`config.mk`:
```
export PLATFORM = sky130hd
export DESIGN_NAME = mma_core
export DESIGN_NICKNAME = d
export VERILOG_FILES = /design/src/inc/mma_pkg.sv /design/src/verilog/mma_return_stack.sv /design/src/verilog/mma_core.sv
export SDC_FILE = /design/constraint.sdc
export NUM_CORES = 1
export LEC_CHECK = 0
export ABC_AREA = 1
export BUFFER_PORTS_ARGS = -buffer_cell sky130_fd_sc_hd__buf_2
export CAP_MARGIN = 20
export CORE_MARGIN = 2
export CORE_UTILIZATION = 29
export CTS_CLUSTER_SIZE = 14
export DETAILED_ROUTE_END_ITERATION = 6
export SLEW_MARGIN = 20
export SYNTH_ARGS = -nofsm -noshare
export SYNTH_HDL_FRONTEND = slang
export SYNTH_SLANG_ARGS = --single-unit
```
`constraint.sdc`:
```
create_clock -name clk -period 3.1 [get_ports clk]
set_input_delay 0.465 -clock clk [delete_from_list [all_inputs] [get_ports clk]]
set_output_delay 0.465 -clock clk [all_outputs]
set_load 0.1 [all_outputs]
```
`src/inc/mma_pkg.sv`:
```
// ****************************************
// Memory addressing package
// ****************************************
package mma_pkg;
	// Widths
	localparam int PC_W = 13;
	localparam int ROM_W = 14;
	localparam int TP_W = 12;
	localparam int RAM_W = 9;
	localparam int ARG_W = 11;
	localparam int STACK_LEVELS = 13;
	// Fixed program addresses
	localparam logic [12:0] RESET_VECTOR = 13'h0000;
	localparam logic [12:0] IRQ_FIRST = 13'h0002;
	localparam logic [12:0] IRQ_LAST = 13'h000C;
	localparam logic [12:0] IRQ_RESERVED = 13'h0004;
	localparam logic [12:0] SHORT_CALL_FIRST = 13'h000E;
	localparam logic [12:0] SHORT_CALL_LAST = 13'h0086;
	localparam logic [12:0] SHORT_CALL_OFFSET = 13'h0006;
	localparam logic [12:0] LONG_CALL_LAST = 13'h07FF;
	localparam logic [2:0] IRQ_SEL_MAX = 3'h5;
	// Data RAM bank limits (exclusive upper ends)
	localparam logic [7:0] RAM_BANK0_END = 8'hF4;
	localparam logic [7:0] RAM_BANK1_END = 8'h80;
	// Register offsets
	localparam logic [3:0] OFF_LOW_PTR = 4'h0;
	localparam logic [3:0] OFF_HIGH_PTR = 4'h1;
	localparam logic [3:0] OFF_STACK_PTR = 4'h2;
	localparam logic [3:0] OFF_TP_LOW = 4'h3;
	localparam logic [3:0] OFF_TP_MID = 4'h4;
	localparam logic [3:0] OFF_TP_HIGH = 4'h5;
	localparam logic [3:0] OFF_ROM_BANK = 4'h6;
	localparam logic [3:0] OFF_RAM_BANK = 4'h7;
	localparam logic [3:0] OFF_PORT4 = 4'h8;
	localparam logic [3:0] OFF_ACC_DATA = 4'h9;
	// Field positions and reset values
	localparam int RAM_BANK_BIT = 3;
	localparam logic [3:0] NIBBLE_RST = 4'h0;
	localparam logic [3:0] NIBBLE_ONE = 4'h1;
	localparam logic [1:0] ROM_BANK_FIELD_MAX = 2'h2;
	// Operation codes
	typedef enum logic [4:0] {
		OP_STEP = 5'b00000,
		OP_SHORT_BRANCH = 5'b00001,
		OP_SHORT_CALL = 5'b00010,
		OP_LONG_CALL = 5'b00011,
		OP_RETURN = 5'b00100,
		OP_IRQ = 5'b00101,
		OP_TABLE_READ_LOW = 5'b00110,
		OP_TABLE_READ_HIGH_INC = 5'b00111,
		OP_LOAD_ACC_FROM_MEM = 5'b01000,
		OP_STORE_ACC_TO_MEM = 5'b01001,
		OP_STORE_MEM_INC = 5'b01010,
		OP_LOAD_DIRECT = 5'b01011,
		OP_STORE_DIRECT = 5'b01100,
		OP_LOAD_ZERO_PAGE = 5'b01101,
		OP_STORE_ZERO_PAGE = 5'b01110,
		OP_PORT_BIT_SET = 5'b01111,
		OP_PORT_BIT_CLEAR = 5'b10000,
		OP_PORT_BIT_TEST = 5'b10001
	} mma_op_t;
endpackage

```
`src/verilog/mma_return_stack.sv`:
```
`timescale 1ns/10ps
// ****************************************
// Return stack, one entry per level
// ****************************************
module mma_return_stack (
	// Clock
	input wire logic clk,
	// Write side
	input wire logic push,
	input wire logic [3:0] wr_level,
	input wire logic [12:0] wr_data,
	// Read side
	input wire logic [3:0] rd_level,
	output logic [12:0] rd_data
);
	// Entries carry no reset; software owns the contents
	logic [12:0] level_reg [mma_pkg::STACK_LEVELS];

	// One write port per level
	genvar i;
	generate
		for (i = 0; i < mma_pkg::STACK_LEVELS; i++) begin : g_level
			always_ff @(posedge clk) begin
				// Levels past the top are silently dropped
				if (push && wr_level == 4'(i)) begin
					level_reg[i] <= wr_data;
				end
			end
		end
	endgenerate

	// Read out of range gives the reset vector
	always_comb begin
		if (rd_level < 4'(mma_pkg::STACK_LEVELS)) begin
			rd_data = level_reg[rd_level];
		end else begin
			rd_data = mma_pkg::RESET_VECTOR;
		end
	end
endmodule

```
`src/verilog/mma_core.sv`:
```
// Added by the designer: the register addresses and strobed register access.
`timescale 1ns/10ps
// ****************************************
// Memory addressing core
// ****************************************
// Notes on behaviour
// - Low pointer picks port 4 bit
// - Load/store address from pointer pair
// - Four-bit stack pointer, untouched by reset
// - Call or interrupt decrements; return increments
// - Twelve-bit table pointer into program ROM
// - Fetch starts at zero after reset
// - Interrupt vectors even, 0002h to 000Ch
// - Short call targets 000Eh..0086h step eight
// - Long call targets below 0800h
// - Table reads only hit upper bank
// - Program ROM is four 4K banks
// - Upper half mapped by bank field
// - Thirteen-bit counter; reset clears counter, bank
// - Low read nibble; high read increments
// - RAM banks 244 and 128 nibbles
// - Bank select bit picks RAM bank
// - Indirect address from pointer pair
// - Direct address from second byte
// - Zero page uses bank 0, low nibble
// - Thirteen-level stack saves, restores counter
// - Taken short branch replaces low six
// - Untaken short branch advances by one
// - Branch taken only when flag set
module mma_core (
	// Clock and reset
	input wire logic clk,
	input wire logic rst,
	// Register port
	input wire logic [3:0] reg_addr,
	input wire logic [3:0] reg_wdata,
	input wire logic reg_write,
	input wire logic reg_read,
	output logic [3:0] reg_rdata,
	// Instruction step
	input wire logic op_valid,
	input wire mma_pkg::mma_op_t op_code,
	input wire logic [10:0] op_arg,
	input wire logic [1:0] op_len,
	input wire logic [2:0] irq_sel,
	input wire logic status_flag,
	input wire logic [3:0] acc_in,
	// Program ROM
	output logic [13:0] rom_addr,
	input wire logic [7:0] rom_byte,
	output logic [12:0] pc,
	// Data RAM
	output logic [8:0] ram_addr,
	output logic ram_we,
	output logic ram_re,
	output logic [3:0] ram_wdata,
	// Accumulator and port results
	output logic [3:0] acc_data,
	output logic acc_load,
	output logic [3:0] port4_out,
	output logic port_test_flag
);
	// ****************************************
	// State
	// ****************************************
	typedef struct packed {
		logic [12:0] pc;
		logic [3:0] low_pointer_nibble;
		logic [3:0] high_pointer_nibble;
		logic [11:0] table_pointer;
		logic [3:0] rom_bank_select;
		logic [3:0] ram_bank_port;
		logic [3:0] port4;
		logic [3:0] rd_data;
		logic [8:0] ram_addr;
		logic ram_we;
		logic ram_re;
		logic [3:0] ram_wdata;
		logic [3:0] acc_data;
		logic acc_load;
		logic test_flag;
	} mma_state_t;

	mma_state_t s_reg; // Registered state
	mma_state_t s_next; // Next state
	logic [3:0] stack_level_pointer_reg; // Kept outside the struct: no reset
	logic [3:0] stack_level_pointer_next; // Next stack level
	logic push; // Save return address
	logic [12:0] push_data; // Return address to save
	logic [12:0] pop_data; // Restored return address
	logic table_op; // Table read in progress
	logic ram_bank1; // Bank select bit

	// ****************************************
	// Decoders
	// ****************************************
	// Upper half bank field to physical bank
	function automatic logic [1:0] upper_bank(input logic [1:0] field);
		// Field 11 is outside the map; held at bank 3
		if (field > mma_pkg::ROM_BANK_FIELD_MAX) begin
			upper_bank = 2'h3;
		end else begin
			upper_bank = field + 2'h1;
		end
	endfunction

	// Data RAM range check per bank
	function automatic logic ram_in_range(input logic [8:0] a);
		if (a[8]) begin
			ram_in_range = a[7:0] < mma_pkg::RAM_BANK1_END;
		end else begin
			ram_in_range = a[7:0] < mma_pkg::RAM_BANK0_END;
		end
	endfunction

	assign ram_bank1 = s_reg.ram_bank_port[mma_pkg::RAM_BANK_BIT];
	assign table_op = op_valid && (op_code == mma_pkg::OP_TABLE_READ_LOW
		|| op_code == mma_pkg::OP_TABLE_READ_HIGH_INC);

	// ****************************************
	// Program ROM address
	// ****************************************
	always_comb begin
		if (table_op) begin
			rom_addr = {upper_bank(s_reg.rom_bank_select[1:0]), s_reg.table_pointer};
		end else if (s_reg.pc[12]) begin
			rom_addr = {upper_bank(s_reg.rom_bank_select[1:0]), s_reg.pc[11:0]};
		end else begin
			rom_addr = {2'h0, s_reg.pc[11:0]};
		end
	end

	// Return stack, indexed by the level pointer
	mma_return_stack u_stack (
		.clk(clk),
		.push(push),
		.wr_level(stack_level_pointer_reg),
		.wr_data(push_data),
		.rd_level(stack_level_pointer_reg + 4'h1),
		.rd_data(pop_data)
	);

	// ****************************************
	// Next state
	// ****************************************
	always_comb begin
		s_next = s_reg;
		stack_level_pointer_next = stack_level_pointer_reg;
		push = 1'b0;
		push_data = s_reg.pc;
		s_next.ram_we = 1'b0;
		s_next.ram_re = 1'b0;
		s_next.acc_load = 1'b0;
		s_next.rd_data = mma_pkg::NIBBLE_RST;
		// Register reads, answered next cycle
		if (reg_read) begin
			case (reg_addr)
				mma_pkg::OFF_LOW_PTR: s_next.rd_data = s_reg.low_pointer_nibble;
				mma_pkg::OFF_HIGH_PTR: s_next.rd_data = s_reg.high_pointer_nibble;
				mma_pkg::OFF_STACK_PTR: begin
					// Only visible in RAM bank 0
					if (!ram_bank1) begin
						s_next.rd_data = stack_level_pointer_reg;
					end
				end
				mma_pkg::OFF_TP_LOW: s_next.rd_data = ram_bank1 ? 4'h0 : s_reg.table_pointer[3:0];
				mma_pkg::OFF_TP_MID: s_next.rd_data = ram_bank1 ? 4'h0 : s_reg.table_pointer[7:4];
				mma_pkg::OFF_TP_HIGH: s_next.rd_data = ram_bank1 ? 4'h0 : s_reg.table_pointer[11:8];
				mma_pkg::OFF_ROM_BANK: s_next.rd_data = s_reg.rom_bank_select;
				mma_pkg::OFF_RAM_BANK: s_next.rd_data = s_reg.ram_bank_port;
				mma_pkg::OFF_PORT4: s_next.rd_data = s_reg.port4;
				mma_pkg::OFF_ACC_DATA: s_next.rd_data = s_reg.acc_data;
				default: s_next.rd_data = mma_pkg::NIBBLE_RST;
			endcase
		end
		// Register writes; the operation below wins a clash
		if (reg_write) begin
			case (reg_addr)
				mma_pkg::OFF_LOW_PTR: s_next.low_pointer_nibble = reg_wdata;
				mma_pkg::OFF_HIGH_PTR: s_next.high_pointer_nibble = reg_wdata;
				mma_pkg::OFF_STACK_PTR: begin
					if (!ram_bank1) begin
						stack_level_pointer_next = reg_wdata;
					end
				end
				mma_pkg::OFF_TP_LOW: begin
					// Ignored outside RAM bank 0
					if (!ram_bank1) begin
						s_next.table_pointer[3:0] = reg_wdata;
					end
				end
				mma_pkg::OFF_TP_MID: begin
					if (!ram_bank1) begin
						s_next.table_pointer[7:4] = reg_wdata;
					end
				end
				mma_pkg::OFF_TP_HIGH: begin
					if (!ram_bank1) begin
						s_next.table_pointer[11:8] = reg_wdata;
					end
				end
				mma_pkg::OFF_ROM_BANK: s_next.rom_bank_select = reg_wdata;
				mma_pkg::OFF_RAM_BANK: s_next.ram_bank_port = reg_wdata;
				mma_pkg::OFF_PORT4: s_next.port4 = reg_wdata;
				default: begin
					// Unmapped writes are dropped
				end
			endcase
		end
		// Instruction step
		if (op_valid) begin
			s_next.pc = s_reg.pc + 13'(op_len);
			case (op_code)
				mma_pkg::OP_SHORT_BRANCH: begin
					// Taken only on a set flag
					if (status_flag) begin
						s_next.pc = {s_reg.pc[12:6], op_arg[5:0]};
					end else begin
						s_next.pc = s_reg.pc + 13'h0001;
					end
				end
				mma_pkg::OP_SHORT_CALL: begin
					push = 1'b1;
					push_data = s_reg.pc + 13'h0001;
					stack_level_pointer_next = stack_level_pointer_reg - 4'h1;
					// Slot zero lands on the last entry
					if (op_arg[3:0] == 4'h0) begin
						s_next.pc = mma_pkg::SHORT_CALL_LAST;
					end else begin
						s_next.pc = {6'h00, op_arg[3:0], 3'h0} + mma_pkg::SHORT_CALL_OFFSET;
					end
				end
				mma_pkg::OP_LONG_CALL: begin
					push = 1'b1;
					push_data = s_reg.pc + 13'h0002;
					stack_level_pointer_next = stack_level_pointer_reg - 4'h1;
					s_next.pc = {2'h0, op_arg};
				end
				mma_pkg::OP_RETURN: begin
					s_next.pc = pop_data;
					stack_level_pointer_next = stack_level_pointer_reg + 4'h1;
				end
				mma_pkg::OP_IRQ: begin
					// Current counter is the resume point
					push = 1'b1;
					push_data = s_reg.pc;
					stack_level_pointer_next = stack_level_pointer_reg - 4'h1;
					if (irq_sel > mma_pkg::IRQ_SEL_MAX) begin
						s_next.pc = mma_pkg::IRQ_RESERVED;
					end else begin
						s_next.pc = mma_pkg::IRQ_FIRST + {9'h000, irq_sel, 1'b0};
					end
				end
				mma_pkg::OP_TABLE_READ_LOW: begin
					s_next.acc_data = rom_byte[3:0];
					s_next.acc_load = 1'b1;
				end
				mma_pkg::OP_TABLE_READ_HIGH_INC: begin
					s_next.acc_data = rom_byte[7:4];
					s_next.acc_load = 1'b1;
					s_next.table_pointer = s_reg.table_pointer + 12'h001;
				end
				mma_pkg::OP_LOAD_ACC_FROM_MEM, mma_pkg::OP_STORE_ACC_TO_MEM,
				mma_pkg::OP_STORE_MEM_INC: begin
					s_next.ram_addr = {ram_bank1, s_reg.high_pointer_nibble,
						s_reg.low_pointer_nibble};
					s_next.ram_re = (op_code == mma_pkg::OP_LOAD_ACC_FROM_MEM)
						&& ram_in_range(s_next.ram_addr);
					s_next.ram_we = (op_code != mma_pkg::OP_LOAD_ACC_FROM_MEM)
						&& ram_in_range(s_next.ram_addr);
					s_next.ram_wdata = acc_in;
					if (op_code == mma_pkg::OP_STORE_MEM_INC) begin
						s_next.low_pointer_nibble = s_reg.low_pointer_nibble + mma_pkg::NIBBLE_ONE;
					end
				end
				mma_pkg::OP_LOAD_DIRECT, mma_pkg::OP_STORE_DIRECT: begin
					s_next.ram_addr = {ram_bank1, op_arg[7:0]};
					s_next.ram_re = (op_code == mma_pkg::OP_LOAD_DIRECT) && ram_in_range(s_next.ram_addr);
					s_next.ram_we = (op_code == mma_pkg::OP_STORE_DIRECT) && ram_in_range(s_next.ram_addr);
					s_next.ram_wdata = acc_in;
				end
				mma_pkg::OP_LOAD_ZERO_PAGE, mma_pkg::OP_STORE_ZERO_PAGE: begin
					// Bank select bit plays no part here
					s_next.ram_addr = {5'h00, op_arg[3:0]};
					s_next.ram_re = (op_code == mma_pkg::OP_LOAD_ZERO_PAGE);
					s_next.ram_we = (op_code == mma_pkg::OP_STORE_ZERO_PAGE);
					s_next.ram_wdata = acc_in;
				end
				mma_pkg::OP_PORT_BIT_SET: begin
					// Pointer values above 3 select no pin
					if (s_reg.low_pointer_nibble < 4'h4) begin
						s_next.port4[s_reg.low_pointer_nibble[1:0]] = 1'b1;
					end
				end
				mma_pkg::OP_PORT_BIT_CLEAR: begin
					if (s_reg.low_pointer_nibble < 4'h4) begin
						s_next.port4[s_reg.low_pointer_nibble[1:0]] = 1'b0;
					end
				end
				mma_pkg::OP_PORT_BIT_TEST: begin
					s_next.test_flag = (s_reg.low_pointer_nibble < 4'h4)
						&& s_reg.port4[s_reg.low_pointer_nibble[1:0]];
				end
				default: begin
					// Plain step: counter advance only
				end
			endcase
		end
	end

	// ****************************************
	// State registers
	// ****************************************
	always_ff @(posedge clk or posedge rst) begin
		if (rst) begin
			s_reg <= '0;
		end else begin
			s_reg <= s_next;
		end
	end

	// Stack level survives reset on purpose
	always_ff @(posedge clk) begin
		stack_level_pointer_reg <= stack_level_pointer_next;
	end

	// Outputs
	assign reg_rdata = s_reg.rd_data;
	assign pc = s_reg.pc;
	assign ram_addr = s_reg.ram_addr;
	assign ram_we = s_reg.ram_we;
	assign ram_re = s_reg.ram_re;
	assign ram_wdata = s_reg.ram_wdata;
	assign acc_data = s_reg.acc_data;
	assign acc_load = s_reg.acc_load;
	assign port4_out = s_reg.port4;
	assign port_test_flag = s_reg.test_flag;
endmodule

```
### After elaboration in Yosys (flattened, before gate mapping)

Memories as Yosys holds them, arrays and structs flattened.
Index checks and enable logic that the tools add are counted.

* bits of input ports: 47
* latch bits: 0
* memories kept: 1
* memory bits (read-only): 0
* memory bits (writable): 169
* output and inout bits: 56
* word-level logic and storage cells: 250
* register bits: 74

Memory list
* u_stack.level_reg: depth 13, bits a word 13, read ports 1, clocked after Yosys merged registers in 0, write ports 1, RTL line mma_return_stack.sv:17 `logic [12:0] level_reg [mma_pkg::STACK_LEVELS];`

* muxes and demuxes: 120
* reduce and logical (&&, ||, !) cells: 49
* multipliers: 0
* shifts and indexed selects: 0
* add/subtract/negate cells: 10
* div/mod/pow operators: 0
* magnitude comparators: 10
* bitwise gates (word level): 3
* equality and inequality tests: 40

Operators with widths (number)
* $mux W13: 15
* $reduce_or A13 Y1: 12
* $mux W4: 38
* $pmux W13 S5: 1
* $mux W1: 49
* $pmux W15 S3: 1
* $eq A5 B4 Y1 const B: 8
* $pmux W4 S10: 1
* $mux W12: 3
* $eq A4 B3 Y1 const B: 8
* $lt A8 B8 Y1 const B: 4
* $mux W32: 1
* $eq A4 B4 Y1 const B: 7
* $mux W14: 2
* $pmux W13 S2: 1
* $eq A5 B3 Y1 const B: 4
* $logic_and A1 B1 Y1: 20
* $eq A4 B2 Y1 const B: 4
* $pmux W4 S2: 2
* $reduce_and A2 Y1: 7
* $add A13 B1 Y13 const B: 1
* $add A13 B2 Y13: 1
* $add A13 B2 Y13 const B: 1
* $add A12 B1 Y12 const B: 1
* 32 further kinds: 40

### Longest topological paths before layout

* word-level depth: 20
* mapped depth: 15
* depth with buffers taken out: 12

### By module

Synthesis repeated with hierarchy kept, for this count alone.

* cell total of the unflattened synthesis: 1563
* area total of the unflattened synthesis: 13116.3 sq um

Modules (own cells, without submodules)
* mma_return_stack: instances 1, cells an instance 591, sequential area each 5074.9 sq um, area an instance 7003.0 sq um
* mma_core: instances 1, cells an instance 972, sequential area each 1831.8 sq um, area an instance 6113.4 sq um

### Least setup slack after synthesis

No wires, ideal clock.

* path type: in2out
* start point: in op_code[4]
* end point: out rom_addr[0]
* path buffers: 1
* data arrival time: 3.318 ns
* stages: 6
* setup slack: -0.683 ns
* cells stage by stage: nor2_2 > nand2_1 > nor3_2 > buf_2 > inv_2 > o21ai_0

* longest elaborated chain between the ends: 4
* elaborated cells on any way between the ends: 5
* those cells by class: 2 x eq/ne; 1 x mux; 2 x reduce/logical

Ends and longest elaborated chain
* start, declared: RTL line mma_core.sv:42 `input wire mma_pkg::mma_op_t op_code,`
* $eq A5 B3 Y1 (on tied branches): RTL line mma_core.sv:117, mma_core.sv:118
* $logic_or A1 B1 Y1 *: RTL line mma_core.sv:118 `|| op_code == mma_pkg::OP_TABLE_READ_HIGH_INC);`
* $logic_and A1 B1 Y1 *: RTL line mma_core.sv:117 `assign table_op = op_valid && (op_code == mma_pkg::OP_TABLE_READ_LOW`
* $mux W14 *: RTL line mma_core.sv:124 `if (table_op) begin`
* end, declared: RTL line mma_core.sv:49 `output logic [13:0] rom_addr,`

Every way passes the cells marked *; elsewhere a longest branch is shown, timed or not.

### Worst setup path after layout

* start point: reg s_reg (netlist bit pc[1])
* end point: mem u_stack.level_reg[6][11] (data pin)

* longest elaborated chain between the ends: 15
* elaborated cells on any way between the ends: 16
* those cells by class: 2 x add/sub; 14 x mux

Ends and longest elaborated chain
* start, declared: RTL line mma_core.sv:84 `mma_state_t s_reg;`
* start signal, assigned: RTL line mma_core.sv:318 `s_reg <= s_next;`
* $add A13 B2 Y13 or $add A13 B1 Y13 (tied branches): RTL line mma_core.sv:235, mma_core.sv:224
* $pmux W13 S2 *: RTL line mma_core.sv:213 `case (op_code)`
* $mux W13 *: RTL line mma_core.sv:211 `if (op_valid) begin`
* named net push_data[11]: RTL line mma_core.sv:89 `logic [12:0] push_data;`
* $mux W13 (no source line) (11 in series)
* $mux W13 (no source line) *
* end, declared: RTL line mma_return_stack.sv:17

The timed path passes the listed nets; every way through them passes the cells marked *.

==> impl_metrics.env <==
export IMPL_outcome="finished, final reports clean"
export IMPL_p_leak_nw=6.42
export IMPL_skew_ns=0.0175
export IMPL_cts_resized=0
export IMPL_finalNetCount=1697
export IMPL_cts_tree="yes"
export IMPL_ys_ff_latch=243
export IMPL_cts_buffer_depth=3
export IMPL_vdd_ir_drop_max_v=0.000442
export IMPL_crit_reg2reg_launch="pc[1]"
export IMPL_ios=103
export IMPL_wl_um=40600
export IMPL_h_tree_depth=1
export IMPL_worstSetupPathType="reg -> reg"
export IMPL_r2r_end="u_stack.level_reg[6][11]"
export IMPL_yosys_area_top_type="edfxtp_1"
export IMPL_arrival_ns=2.71
export IMPL_slew_headroom=0.301
export IMPL_holdCritPathClass="in -> reg"
export IMPL_antenna_found_initial=4
export IMPL_drive_above_1_share=0.158
export IMPL_grt_use_total=0.171
export IMPL_die_y_um=217
export IMPL_crit_required_ns=3.32
export IMPL_period_needed_ns=2.49
export IMPL_synth_most_common_cell="nand2_1"
export IMPL_worstSkewPairLatency_ns=0.57
export IMPL_fp_dieW_um=217
export IMPL_ant_nets=0
export IMPL_portBuffers=102
export IMPL_syn2layout_area_growth_pct=16.6
export IMPL_worstPathMaxFanout=13
export IMPL_cp_slowest_cell="dfrtp_1"
export IMPL_synth_fa_ha_area_frac=0.0167
export IMPL_dieArea_um2=47100
export IMPL_hold_depth=3
export IMPL_maxCapViolations=0
export IMPL_clock_sinks=243
export IMPL_synthCells=1546
export IMPL_rsz0062_at_grt="no"
export IMPL_wire_per_inst_um=18.0
export IMPL_critPathMaxStageDelay_ns=0.56
export IMPL_fmax_mhz=401
export IMPL_path_cells="ha_1, nand2_1, o31ai_1, nand3_1, o211ai_1"
export IMPL_vias=10994
export IMPL_synth_top_cell_area_share=0.386
export IMPL_hold_violations=0
export IMPL_clock_root_buffer="clkbuf_16"
export IMPL_yosysSeqAreaShare=0.525
export IMPL_path_delay_family="compound AO/OA/AOI/OAI gates"
export IMPL_synthTopCellsByArea="edfxtp_1 (39%), dfrtp_1 (13%), nand2_1 (10%)"
export IMPL_placed_cells=2203
export IMPL_grt_overflow=0
export IMPL_grt_pass1_wl_um=62600
export IMPL_startpoint="pc[1]"
export IMPL_ys_warn_count=0
export IMPL_viasPerCell=4.88
export IMPL_synthArstFlopShare=0.288
export IMPL_post_route_util=0.340
export IMPL_num_rows=78
export IMPL_hp_start="acc_in[0]"
export IMPL_reg2reg_depth=5
export IMPL_largest_register_ffs=169
export IMPL_start_util=0.292
export IMPL_cp_start_kind="register"
export IMPL_cts_made_buffers=27
export IMPL_synth_edf_count=169
export IMPL_syn_nets=1610
export IMPL_coreArea_um2=45100
export IMPL_finalCritPeriodShare=0.804
export IMPL_synth_top_family_by_area="simple AND/OR/NAND/NOR gates"
export IMPL_grt_pass1_vias=10342
export IMPL_final_cells=2255
export IMPL_holdPathEnd="ram_wdata[0]"
export IMPL_synthFlopType="edfxtp_1"
export IMPL_synthXorXnorAreaFrac=0.0153
export IMPL_worstMarginPinSlew_ns=1.04
export IMPL_drt_iter0_markers=901
export IMPL_fin_setup_tns_ns=0
export IMPL_dp_hpwl_um=28600
export IMPL_yosys_area_share_simple=0.259
export IMPL_first_pass_iters=5
export IMPL_end_kind="register"
export IMPL_synthMuxAreaShare=0.000856
export IMPL_critPathBufInv=0
export IMPL_synth_compound_area_frac=0.0936
export IMPL_reg2reg_slack_ns=0.61
export IMPL_synth_commonest_cells="nand2_1 (365), nor2_1 (182), edfxtp_1 (169)"
export IMPL_gp_congestion=0.975
export IMPL_setup_viol=0
export IMPL_synth_avg_cell_area_um2=8.51
export IMPL_remaining_drc_errors=0
export IMPL_grt_max_degree=80
export IMPL_synth_area_um2=13200
export IMPL_cts_clk_slew_worst_paths_ns=0.07
export IMPL_p_per_area_nw_per_um2=828
export IMPL_maxSlewViolCount=0
export IMPL_ys_types=46
## worst register-to-register path: stages (launching register included)
cell and delay (ns):
dfrtp_1 0.56, ha_1 0.37, nand2_1 0.24, o31ai_1 0.37
nand3_1 0.12, o211ai_1 0.48
## per-stage QoR
stage               cell area [um2]  worst slack [ns]  hold WS [ns]  total power [mW]
floorplan                     13200            -0.683         0.453              8.07
global placement              14500             0.578         0.462              9.64
detailed placement            14500             0.459         0.456              9.67
CTS                           15300             0.642         0.116              12.8
global route                  15300             0.485         0.128              13.4
finish                        15300             0.606         0.134              12.7
## routing by layer
| layer | track usage | share of wire | vias to the layer above |
|---|---|---|---|
| met2 | 0.266 | 0.45 | 382 |
| met4 | 0.0461 | 0.025 | 6 |
| met1 | 0.243 | 0.45 | 5252 |
| met5 | 0 | 0.00096 | - |
| met3 | 0.0327 | 0.077 | 70 |
| li1 | - | - | 5284 |
## cell usage in the layout (no fill, tap or decap), drive strengths merged, types with 2 or more instances in the layout
master and n:
o21a 2, inv 172, o211ai 11, nor2 191, o31ai 3, a21oi 46
o21ai 126, a22oi 6, nand3 167, dfxtp 4, edfxtp 169, nand2 374
xnor2 3, buf 144, clkinv 10, xor2 20, nor3 20, clkbuf 36
a31oi 6, nand4 13, o221ai 3, ha 16, o22ai 17, dfrtp 70
or2 19
## logic make-up (layout without fill, tap and decap cells)
group                      Yosys count  in the layout
and+or+nand+nor                    785            785
buffers and inverters              256            364
DFF                                243            243
AOI/OAI and AO/OA                  221            221
xor gates and xnor gates            23             23
adders and majority gates           17             17
muxes                                1              1
other                                0              1
## how the worst max path moves through the flow
stage | endpoint | slack (ns) | cells after the start
finish | u_stack.level_reg[6][11] | 0.61 | 5
global route | u_stack.level_reg[1][6] | 0.49 | 6
CTS | u_stack.level_reg[9][11] | 0.64 | 5
detailed placement | u_stack.level_reg[1][0] | 0.46 | 6
global placement | u_stack.level_reg[5][6] | 0.58 | 6
floorplan | rom_addr[0] | -0.68 | 6
## area by class of cell
type | count | area, um2
Multi-Input combinational cell | 1047 | 5120
Timing Repair Buffer | 145 | 1070
Clock buffer | 36 | 739
Fill cell | 4707 | 29800
Antenna cell | 1 | 2.50
Clock inverter | 14 | 108
Inverter | 169 | 634
Tap cell | 600 | 751
Sequential cell | 243 | 6910
## report_power, final
group | total (mW) | internal [mW] | leakage (nW) | switching, mW
clock network | 3.10 | 1.70 | 0.420 | 1.40
registers | 4.20 | 3.88 | 2.43 | 0.311
logic | 5.40 | 1.43 | 3.57 | 3.97
total | 12.7 | 7.02 | 6.42 | 5.68
## timing repair
item,4_1_cts,5_1_grt
endpoints found under the hold margin,14,0
setup buffers,0,0
hold buffers,1,0
Power figures use the tool's default switching activity.
